`src/rtl/split_timer_defs.svh`:
```
`ifndef SPLIT_TIMER_DEFS_SVH
`define SPLIT_TIMER_DEFS_SVH

// ****************************************************
// Timing
// ****************************************************
`define CLK_PERIOD_NS 10
`define DIV12_CYCLES 12
`define TICK_PERIOD_NS 5330
`define PULSE_PERIOD_US 100
`define TICK_CYCLES (`TICK_PERIOD_NS / `CLK_PERIOD_NS)
`define PULSE_CYCLES (`PULSE_PERIOD_US * 1000 / `CLK_PERIOD_NS)

// ****************************************************
// Register addresses and offsets
// ****************************************************
`define ADDR_CLKSEL 8'hC9
`define BASE_UNIT_A 8'hC8
`define BASE_UNIT_B 8'hD0
`define OFS_CTRL 8'h00
`define OFS_RLD_L 8'h02
`define OFS_RLD_H 8'h03
`define OFS_CNT_L 8'h04
`define OFS_CNT_H 8'h05

// ****************************************************
// Reset values
// ****************************************************
`define CLKSEL_RESET 8'h00
`define CTRL_RESET 8'h00
`define BYTE_RESET 8'h00

// ****************************************************
// Control bit positions
// ****************************************************
`define CB_HFLAG 7
`define CB_LFLAG 6
`define CB_LIRQ_EN 5
`define CB_SPLIT 4
`define CB_HCAP 3
`define CB_LCAP 2
`define CB_HRUN 1
`define CB_LRUN 0

// ****************************************************
// Write strobe indices and clock source codes
// ****************************************************
`define WS_CTRL 0
`define WS_RLD_L 1
`define WS_RLD_H 2
`define WS_CNT_L 3
`define WS_CNT_H 4
`define SRC_SYS 2'h0
`define SRC_DIV12 2'h1
`define SRC_TICK 2'h2
`define SRC_PULSE 2'h3

`endif

```
`src/rtl/split_timer_pkg.sv`:
```
package split_timer_pkg;

  typedef logic [7:0] byte_t;
  typedef logic [1:0] clk_field_t;
  // Readback view: ctrl, reload low, reload high, count low, count high
  typedef logic [4:0][7:0] reg_view_t;

  typedef struct packed {
    logic [7:0] ctrl;
    logic [1:0][7:0] cnt;
    logic [1:0][7:0] rld;
    logic irq;
  } unit_state_s;

  typedef struct packed {
    logic [3:0] div;
    logic [9:0] tick;
    logic [13:0] pulse;
    logic en_div12;
    logic en_tick;
    logic en_pulse;
  } gen_state_s;

  typedef struct packed {
    logic [7:0] clksel;
    logic [7:0] rdata;
  } top_state_s;

endpackage

```
`src/rtl/count_src_if.sv`:
```
`timescale 1ns/100ps

interface count_src_if;
  logic div12;
  logic tick;
  logic pulse;
  modport src (output div12, output tick, output pulse);
  modport dst (input div12, input tick, input pulse);
endinterface

```
`src/rtl/count_source_gen.sv`:
```
`timescale 1ns/100ps
`include "split_timer_defs.svh"

module count_source_gen #(
  parameter int TICK_CYCLES = `TICK_CYCLES,
  parameter int PULSE_CYCLES = `PULSE_CYCLES
) (
  input wire logic clk_sys, // System clock
  input wire logic rst_n, // Synchronous reset
  count_src_if.src src // Count enables
);
  import split_timer_pkg::*;

  gen_state_s s, n;

  if (TICK_CYCLES < 2 || TICK_CYCLES > 1023)
    $error("TICK_CYCLES out of range");
  if (PULSE_CYCLES < 2 || PULSE_CYCLES > 16383)
    $error("PULSE_CYCLES out of range");

  // ****************************************************
  // Enable dividers
  // ****************************************************
  // Sources are enables, never clocks, so no crossing is needed
  always_comb
  begin
    n = s;
    n.en_div12 = (s.div == 4'(`DIV12_CYCLES - 1));
    n.div = n.en_div12 ? 4'h0 : 4'(s.div + 4'h1);
    n.en_tick = (s.tick == 10'(TICK_CYCLES - 1));
    n.tick = n.en_tick ? 10'h000 : 10'(s.tick + 10'h001);
    n.en_pulse = (s.pulse == 14'(PULSE_CYCLES - 1));
    n.pulse = n.en_pulse ? 14'h0000 : 14'(s.pulse + 14'h0001);
  end

  always_ff @(posedge clk_sys)
  begin
    if (!rst_n)
      s <= '0;
    else
      s <= n;
  end

  assign src.div12 = s.en_div12;
  assign src.tick = s.en_tick;
  assign src.pulse = s.en_pulse;

  property p_div12_period;
    @(posedge clk_sys) disable iff (!rst_n)
    s.en_div12 |-> ##12 s.en_div12;
  endproperty
  a_div12_period: assert property (p_div12_period)
    else $error("div12 enable period wrong");

endmodule // count_source_gen

```
`src/rtl/dual_split_timer_capture.sv`:
```
// Behaviour
// - Wide, low-capture off: one 16-bit up-counter with auto reload.
// - Wide timer rollover FFFF loads 16-bit reload and sets high flag.
// - Wide timer: low byte FF to 00 sets low flag.
// - Wide capture: free-running 16-bit up-counter wrapping to zero.
// - Wide capture event copies both count bytes to reload, sets high flag.
// - Wide capture: 16-bit wrap sets low flag as overflow marker.
// - Wide capture still works while low run is cleared.
// - Unit A captures on event zero, unit B on event one.
// - Capture never consumes the event; its own interrupt stays usable.
// - Split: two independent 8-bit halves sharing event and irq.
// - Split timer half reloads on FF rollover and sets its flag.
// - Split capture half wraps freely and captures its byte.
// - Both halves capturing: one event sets both flags together.
// - Split capture half captures even with its run cleared.
// - Each split half picks timer or capture from its own bit.
// - Source field: sys clock, sys/12, 5.33 us tick, 100 us pulse.
// - Clock fields at 7:6,5:4,3:2,1:0; low field clocks wide mode.
// - Same unit logic twice sharing one clock-select register.
// - Irq is high flag OR (low flag AND low irq enable).
// - Flags are cleared only by software writes.
// - All count sources are system-clock enables.
`timescale 1ns/100ps
`include "split_timer_defs.svh"

module timer_split_unit (
  input wire logic clk_sys, // System clock
  input wire logic rst_n, // Synchronous reset
  input wire logic [4:0] wr_sel, // Register write strobes
  input wire split_timer_pkg::byte_t wdata, // Write data
  input wire logic cap_event, // Capture edge event pulse
  input wire split_timer_pkg::clk_field_t clk_lo, // Low half source
  input wire split_timer_pkg::clk_field_t clk_hi, // High half source
  count_src_if.dst src, // Count enables
  output split_timer_pkg::reg_view_t view, // Register readback
  output logic irq // Interrupt request
);
  import split_timer_pkg::*;

  unit_state_s s, n;
  logic split;
  logic [1:0] run;
  logic [1:0] capm;
  logic [1:0] en;
  logic [1:0] adv;
  logic [1:0] set_f;
  logic [15:0] wide_cnt;

  function automatic logic pick(clk_field_t f, logic d, logic t, logic p);
    case (f)
      `SRC_SYS: pick = 1'b1;
      `SRC_DIV12: pick = d;
      `SRC_TICK: pick = t;
      default: pick = p;
    endcase
  endfunction

  // ****************************************************
  // Next state
  // ****************************************************
  always_comb
  begin
    n = s;
    set_f = 2'b00;
    split = s.ctrl[`CB_SPLIT];
    run = {s.ctrl[`CB_HRUN], s.ctrl[`CB_LRUN]};
    capm = {s.ctrl[`CB_HCAP], s.ctrl[`CB_LCAP]};
    en[0] = pick(clk_lo, src.div12, src.tick, src.pulse);
    en[1] = pick(clk_hi, src.div12, src.tick, src.pulse);
    adv = run & en;
    wide_cnt = {s.cnt[1], s.cnt[0]};
    if (!split)
    begin
      // Low half controls run, mode and source of the whole counter
      if (!capm[0])
      begin
        if (adv[0])
        begin
          if (s.cnt[0] == 8'hFF)
            set_f[0] = 1'b1;
          if (wide_cnt == 16'hFFFF)
          begin
            n.cnt = s.rld;
            set_f[1] = 1'b1;
          end
          else
            {n.cnt[1], n.cnt[0]} = 16'(wide_cnt + 16'h0001);
        end
      end
      else
      begin
        if (adv[0])
        begin
          {n.cnt[1], n.cnt[0]} = 16'(wide_cnt + 16'h0001);
          if (wide_cnt == 16'hFFFF)
            set_f[0] = 1'b1;
        end
        // Capture ignores run so a stopped counter can still be sampled
        if (cap_event)
        begin
          n.rld = s.cnt;
          set_f[1] = 1'b1;
        end
      end
    end
    else
    begin
      for (int i = 0; i < 2; i++)
      begin
        if (!capm[i])
        begin
          if (adv[i])
          begin
            if (s.cnt[i] == 8'hFF)
            begin
              n.cnt[i] = s.rld[i];
              set_f[i] = 1'b1;
            end
            else
              n.cnt[i] = 8'(s.cnt[i] + 8'h01);
          end
        end
        else
        begin
          if (adv[i])
            n.cnt[i] = 8'(s.cnt[i] + 8'h01);
          if (cap_event)
          begin
            n.rld[i] = s.cnt[i];
            set_f[i] = 1'b1;
          end
        end
      end
    end
    // Software writes win over hardware updates of the data bytes
    if (wr_sel[`WS_CTRL])
      n.ctrl = wdata;
    if (wr_sel[`WS_RLD_L])
      n.rld[0] = wdata;
    if (wr_sel[`WS_RLD_H])
      n.rld[1] = wdata;
    if (wr_sel[`WS_CNT_L])
      n.cnt[0] = wdata;
    if (wr_sel[`WS_CNT_H])
      n.cnt[1] = wdata;
    // Set beats a clear written in the same cycle, no event is lost
    n.ctrl[`CB_HFLAG] = n.ctrl[`CB_HFLAG] | set_f[1];
    n.ctrl[`CB_LFLAG] = n.ctrl[`CB_LFLAG] | set_f[0];
    n.irq = n.ctrl[`CB_HFLAG] |
            (n.ctrl[`CB_LFLAG] & n.ctrl[`CB_LIRQ_EN]);
  end

  always_ff @(posedge clk_sys)
  begin
    if (!rst_n)
    begin
      s.ctrl <= `CTRL_RESET;
      s.cnt <= {`BYTE_RESET, `BYTE_RESET};
      s.rld <= {`BYTE_RESET, `BYTE_RESET};
      s.irq <= 1'b0;
    end
    else
      s <= n;
  end

  assign view = {s.cnt[1], s.cnt[0], s.rld[1], s.rld[0], s.ctrl};
  assign irq = s.irq;

  // ****************************************************
  // Checks
  // ****************************************************
  property p_wide_reload;
    @(posedge clk_sys) disable iff (!rst_n)
    (!split && !capm[0] && adv[0] && wide_cnt == 16'hFFFF &&
     wr_sel == 5'h00) |=> (s.cnt == $past(s.rld) && s.ctrl[`CB_HFLAG]);
  endproperty
  a_wide_reload: assert property (p_wide_reload)
    else $error("wide reload or high flag missed");

  property p_wide_low_flag;
    @(posedge clk_sys) disable iff (!rst_n)
    (!split && !capm[0] && adv[0] && s.cnt[0] == 8'hFF &&
     wr_sel == 5'h00) |=> s.ctrl[`CB_LFLAG];
  endproperty
  a_wide_low_flag: assert property (p_wide_low_flag)
    else $error("low byte rollover flag missed");

  property p_wide_cap_wrap;
    @(posedge clk_sys) disable iff (!rst_n)
    (!split && capm[0] && adv[0] && wide_cnt == 16'hFFFF &&
     wr_sel == 5'h00) |=> (s.cnt == 16'h0000 && s.ctrl[`CB_LFLAG]);
  endproperty
  a_wide_cap_wrap: assert property (p_wide_cap_wrap)
    else $error("capture counter wrap wrong");

  property p_wide_capture;
    @(posedge clk_sys) disable iff (!rst_n)
    (!split && capm[0] && cap_event && wr_sel == 5'h00)
    |=> (s.rld == $past(s.cnt) && s.ctrl[`CB_HFLAG]);
  endproperty
  a_wide_capture: assert property (p_wide_capture)
    else $error("wide capture wrong");

  property p_split_timer_hi;
    @(posedge clk_sys) disable iff (!rst_n)
    (split && !capm[1] && adv[1] && s.cnt[1] == 8'hFF &&
     wr_sel == 5'h00)
    |=> (s.cnt[1] == $past(s.rld[1]) && s.ctrl[`CB_HFLAG]);
  endproperty
  a_split_timer_hi: assert property (p_split_timer_hi)
    else $error("split high reload wrong");

  property p_split_both_cap;
    @(posedge clk_sys) disable iff (!rst_n)
    (split && capm == 2'b11 && cap_event && wr_sel == 5'h00)
    |=> (s.ctrl[`CB_HFLAG] && s.ctrl[`CB_LFLAG]);
  endproperty
  a_split_both_cap: assert property (p_split_both_cap)
    else $error("shared capture missed a flag");

  property p_split_cap_stopped;
    @(posedge clk_sys) disable iff (!rst_n)
    (split && capm[0] && !run[0] && cap_event && wr_sel == 5'h00)
    |=> (s.rld[0] == $past(s.cnt[0]) && $stable(s.cnt[0]) &&
         s.ctrl[`CB_LFLAG]);
  endproperty
  a_split_cap_stopped: assert property (p_split_cap_stopped)
    else $error("stopped low half capture wrong");

  property p_flag_clear;
    @(posedge clk_sys) disable iff (!rst_n)
    ($fell(s.ctrl[`CB_HFLAG]) || $fell(s.ctrl[`CB_LFLAG]))
    |-> $past(wr_sel[`WS_CTRL]);
  endproperty
  a_flag_clear: assert property (p_flag_clear)
    else $error("flag cleared without a write");

  property p_hold_stopped;
    @(posedge clk_sys) disable iff (!rst_n)
    (!split && !run[0] && wr_sel == 5'h00) |=> $stable(s.cnt);
  endproperty
  a_hold_stopped: assert property (p_hold_stopped)
    else $error("stopped counter moved");

  property p_irq_combine;
    @(posedge clk_sys) disable iff (!rst_n)
    s.irq == (s.ctrl[`CB_HFLAG] |
              (s.ctrl[`CB_LFLAG] & s.ctrl[`CB_LIRQ_EN]));
  endproperty
  a_irq_combine: assert property (p_irq_combine)
    else $error("irq does not match flags");

endmodule // timer_split_unit

module dual_split_timer_capture #(
  parameter int TICK_CYCLES = `TICK_CYCLES,
  parameter int PULSE_CYCLES = `PULSE_CYCLES
) (
  input wire logic clk_sys, // System clock
  input wire logic rst_n, // Synchronous reset
  input wire split_timer_pkg::byte_t sfr_addr, // Register address
  input wire split_timer_pkg::byte_t sfr_wdata, // Write data
  input wire logic sfr_wr, // Write strobe
  output split_timer_pkg::byte_t sfr_rdata, // Registered read data
  input wire logic ext_event_zero, // Edge event, unit A capture
  input wire logic ext_event_one, // Edge event, unit B capture
  output logic irq_unit_a, // Unit A interrupt request
  output logic irq_unit_b // Unit B interrupt request
);
  import split_timer_pkg::*;

  localparam logic [1:0][7:0] BASES = {`BASE_UNIT_B, `BASE_UNIT_A};
  localparam logic [4:0][7:0] OFS = {`OFS_CNT_H, `OFS_CNT_L,
                                     `OFS_RLD_H, `OFS_RLD_L, `OFS_CTRL};

  top_state_s s, n;
  reg_view_t view [2];
  logic [1:0][4:0] wr_sel;
  logic [1:0] cap_ev;
  logic [1:0] irq_u;

  count_src_if src_bus ();

  count_source_gen #(
    .TICK_CYCLES(TICK_CYCLES),
    .PULSE_CYCLES(PULSE_CYCLES)
  ) u_src (
    .clk_sys(clk_sys),
    .rst_n(rst_n),
    .src(src_bus)
  );

  // ****************************************************
  // Timer units
  // ****************************************************
  // Events are only observed here, the edge detector keeps its own irq
  assign cap_ev = {ext_event_one, ext_event_zero};

  for (genvar u = 0; u < 2; u++) begin : g_unit
    for (genvar k = 0; k < 5; k++) begin : g_wr
      assign wr_sel[u][k] = sfr_wr &&
                            (sfr_addr == 8'(BASES[u] + OFS[k]));
    end
    timer_split_unit u_unit (
      .clk_sys(clk_sys),
      .rst_n(rst_n),
      .wr_sel(wr_sel[u]),
      .wdata(sfr_wdata),
      .cap_event(cap_ev[u]),
      .clk_lo(s.clksel[4*u +: 2]),
      .clk_hi(s.clksel[4*u+2 +: 2]),
      .src(src_bus),
      .view(view[u]),
      .irq(irq_u[u])
    );
  end

  // ****************************************************
  // Clock select and readback
  // ****************************************************
  always_comb
  begin
    n = s;
    if (sfr_wr && sfr_addr == `ADDR_CLKSEL)
      n.clksel = sfr_wdata;
    // Unmapped addresses read as zero
    n.rdata = 8'h00;
    if (sfr_addr == `ADDR_CLKSEL)
      n.rdata = s.clksel;
    for (int u = 0; u < 2; u++)
    begin
      for (int k = 0; k < 5; k++)
      begin
        if (sfr_addr == 8'(BASES[u] + OFS[k]))
          n.rdata = view[u][k];
      end
    end
  end

  always_ff @(posedge clk_sys)
  begin
    if (!rst_n)
    begin
      s.clksel <= `CLKSEL_RESET;
      s.rdata <= 8'h00;
    end
    else
      s <= n;
  end

  assign sfr_rdata = s.rdata;
  assign irq_unit_a = irq_u[0];
  assign irq_unit_b = irq_u[1];

endmodule // dual_split_timer_capture

```
`config.mk`:
```
export PLATFORM = sky130hd
export DESIGN_NAME = dual_split_timer_capture
export DESIGN_NICKNAME = d
export VERILOG_FILES = /design/src/rtl/split_timer_pkg.sv /design/src/rtl/count_src_if.sv /design/src/rtl/count_source_gen.sv /design/src/rtl/dual_split_timer_capture.sv
export VERILOG_INCLUDE_DIRS = /design/src /design/src/rtl
export SDC_FILE = /design/constraint.sdc
export NUM_CORES = 1
export LEC_CHECK = 0
export BUFFER_PORTS_ARGS = -buffer_cell sky130_fd_sc_hd__clkbuf_2
export CAP_MARGIN = 0
export CORE_MARGIN = 4
export CORE_UTILIZATION = 60
export DETAILED_ROUTE_END_ITERATION = 12
export MAX_ROUTING_LAYER = met4
export PLACE_DENSITY = 0.78
export SLEW_MARGIN = 20
export SYNTH_ARGS = -nofsm -noshare
export SYNTH_HDL_FRONTEND = slang
export SYNTH_SLANG_ARGS = --single-unit
```
`constraint.sdc`:
```
create_clock -name clk_sys -period 5 [get_ports clk_sys]
set_clock_uncertainty 0.2 [all_clocks]
set_input_delay 0 -clock clk_sys [delete_from_list [all_inputs] [get_ports clk_sys]]
set_output_delay 0 -clock clk_sys [all_outputs]
set_load 0.005 [all_outputs]
```
==> metrics <==
outcome finished clean; Worst slew margin 0.253; register area 0.00258 sq mm; # DRC 0; Synth Flop Type dfxtp_1; ys async rst share 0; CTS sink count 129; RD Place Congestion 0.961; worst slew pin tran 1.11 ns; Req. time, crit path 5.10 ns; CTS H-tree lvls 4; VDD IR max 326 uV; period utilisation layout 0.574; Pre-antenna DRT Iters 6; Worst Hold Class in -> reg; first-pass GRT wire length 38.8 mm; Fin. Hold Viols 0; Die Area 0.0152 sq mm; largest net degree at the start of global routing 55; hold_sp sfr_addr[5]; Buffers on Ports 30; WL final 24.1 mm; TritonCTS clock tree built; setup TNS 0 ns; DRT antenna net count 0; count of pins over their slew limit 0; Worst-Skew Late Latency 0.43 ns; most common cell after layout, fill and taps aside nor2_1; CTS Buf Count 17; footprint of the multi-input gates 0.00496 sq mm; sequential area share after synthesis 0.323; RR Startpoint g_unit[1].u_unit.view[33]$_SDFFE_PN0P_; grt ovf 0; Fmax 349 MHz; core area 0.0128 sq mm; RSZ-0062 raised after global routing no; number of global-route vias before repair 7215; starting density of the core 0.623; Worst Setup SP g_unit[1].u_unit.view[33]$_SDFFE_PN0P_; n_diodes 0; antenna violations before repair 0; Cell Pwr Density 274 mW/mm^2; GRT Total Usage 0.339; CP Class reg -> reg; P_leak 0.00321 uW; Routed WL per cell 20.3 um; Fill cells 1059; via-per-instance ratio 6.71; Overall Power 2410 uW; Crit. End Element register; synthesis-to-layout area growth 10.2%; Seq cells post-synth 129; max cap viols 0; DR vias 7958; hpwl dp 16.1 mm; synthesized area 0.00799 sq mm; commonest non-fill, non-tap cells in the layout nor2_1, dfxtp_1, nand2_1; layout cell share with drive strength beyond 1 0.110; CP max FO 13; CTS Root Cell clkbuf_16; Setup-failing EPs final 0; Syn Nets 1033; Netlist cell types 93; row count 41; die height 123 um; synth warn 0; DR iter-0 viols 1348; Post-synth EDFFs 0; minimum clock period 2.87 ns; Die Wd 123 um; final net count 1030; Mean Syn Cell Area 7.96 sq um; Post-Synthesis Cells 1004; Max clock buf depth 2; Startpoint Class register; clock slew at reported path FFs 0.06 ns; I/O pin cnt 31; Worst Path Arrival 2.97 ns
==> area by class of cell <==
class,instances,area share
well taps,172,0.0244
repair buffers,53,0.0421
inverters,23,0.00981
clock buffers,20,0.0519
multi-input cells,777,0.563
flip-flops and latches,129,0.293
clock inverters,12,0.0151
==> layer usage <==
layer | routed length (um) | GRT usage | part of all wire
met5 | 0 | - | 0
met1 | 10100 | 0.456 | 0.42
met3 | 2670 | 0.0755 | 0.11
met2 | 10400 | 0.489 | 0.43
met4 | 945 | 0.147 | 0.039
==> synth_stat cells (5+ instances only) <==
library cell / instances / area (sq um)
nand4_1: 23 / 144
o22ai_1: 12 / 75.1
buf_2: 28 / 140
clkbuf_1: 34 / 128
a311oi_1: 17 / 149
and2_1: 8 / 50.1
dfxtp_1: 129 / 2580
a211oi_1: 25 / 188
buf_4: 7 / 52.6
nand3_1: 37 / 185
o211ai_1: 8 / 60.1
nand2b_1: 5 / 31.3
o21ai_0: 50 / 250
and3_1: 13 / 81.3
mux2_2: 9 / 101
ha_1: 8 / 100
nand2_1: 98 / 368
a21oi_1: 60 / 300
nor3_1: 18 / 90.1
mux2i_1: 45 / 450
o31ai_1: 9 / 67.6
a31oi_1: 19 / 119
or3_1: 8 / 50.1
a22oi_1: 8 / 60.1
a21o_1: 5 / 37.5
xnor2_1: 15 / 131
xor2_1: 18 / 158
nor3_2: 6 / 60.1
nor2_1: 133 / 499
and4_1: 5 / 43.8
nor4_1: 6 / 37.5
inv_1: 19 / 71.3
==> cells by family after synthesis <==
logic type	after synthesis	synth area share
AOI/OAI and AO/OA	273	0.233
xor gates and xnor gates	33	0.0362
adders and majority gates	8	0.0125
buffers and inverters	98	0.0559
DFF	129	0.323
muxes	59	0.0822
and+or+nand+nor	404	0.257
==> critical path, stage by stage, from the launching register on <==
cell,delay (ns)
dfxtp_1,0.48
ha_1,0.30
and3_1,0.32
nand3_1,0.16
a211oi_2,0.77
nor2b_1,0.12
a211oi_1,0.26
o22ai_1,0.12
==> final timing paths <==
path	end	slack, ns	cells past startpoint
min reg2reg	u_src.s[27]$_SDFF_PP0_	0.24	1
min	sfr_rdata[6]$_SDFF_PN0_	0.05	5
max	g_unit[1].u_unit.view[25]$_SDFFE_PN0P_	2.13	7
max reg2reg	g_unit[1].u_unit.view[25]$_SDFFE_PN0P_	2.13	7
==> power by group <==
part           switching (uW)  total (uW)  internal (uW)
clock network             479        1240            760
registers                8.37        1040           1040
logic                    89.5         129           39.5
total                     577        2410           1840
==> what timing repair did <==
| item | in CTS | in global routing |
|---|---|---|
| resized for setup | 0 | 0 |
| buffers inserted | 0 | 0 |
| hold endpoints to repair | 87 | 0 |
| hold buffers | 19 | 0 |
==> state kept, by name, indices dropped and copies added (netlist names) <==
signal	count
s	8
g_unit.u_unit.view	80
u_src.src.pulse	1
sfr_rdata	8
u_src.src.tick	1
u_src.src.div12	1
u_src.s	28
g_unit.u_unit.irq	2
==> per-stage QoR <==
stage	worst slack, ns	instance area (sq um)	std cells	utilization	hold slack, ns
floorplan	2.85	7990	1004	-	-0.0696
global placement	2.31	8020	1135	0.626	0.172
detailed placement	2.25	8020	1135	0.626	0.172
CTS	2.21	8800	1186	0.686	0.0266
global route	1.97	8800	1186	0.686	0.0821
finish	2.13	8800	1186	0.686	0.0465
(Power assumes the default switching activity.)
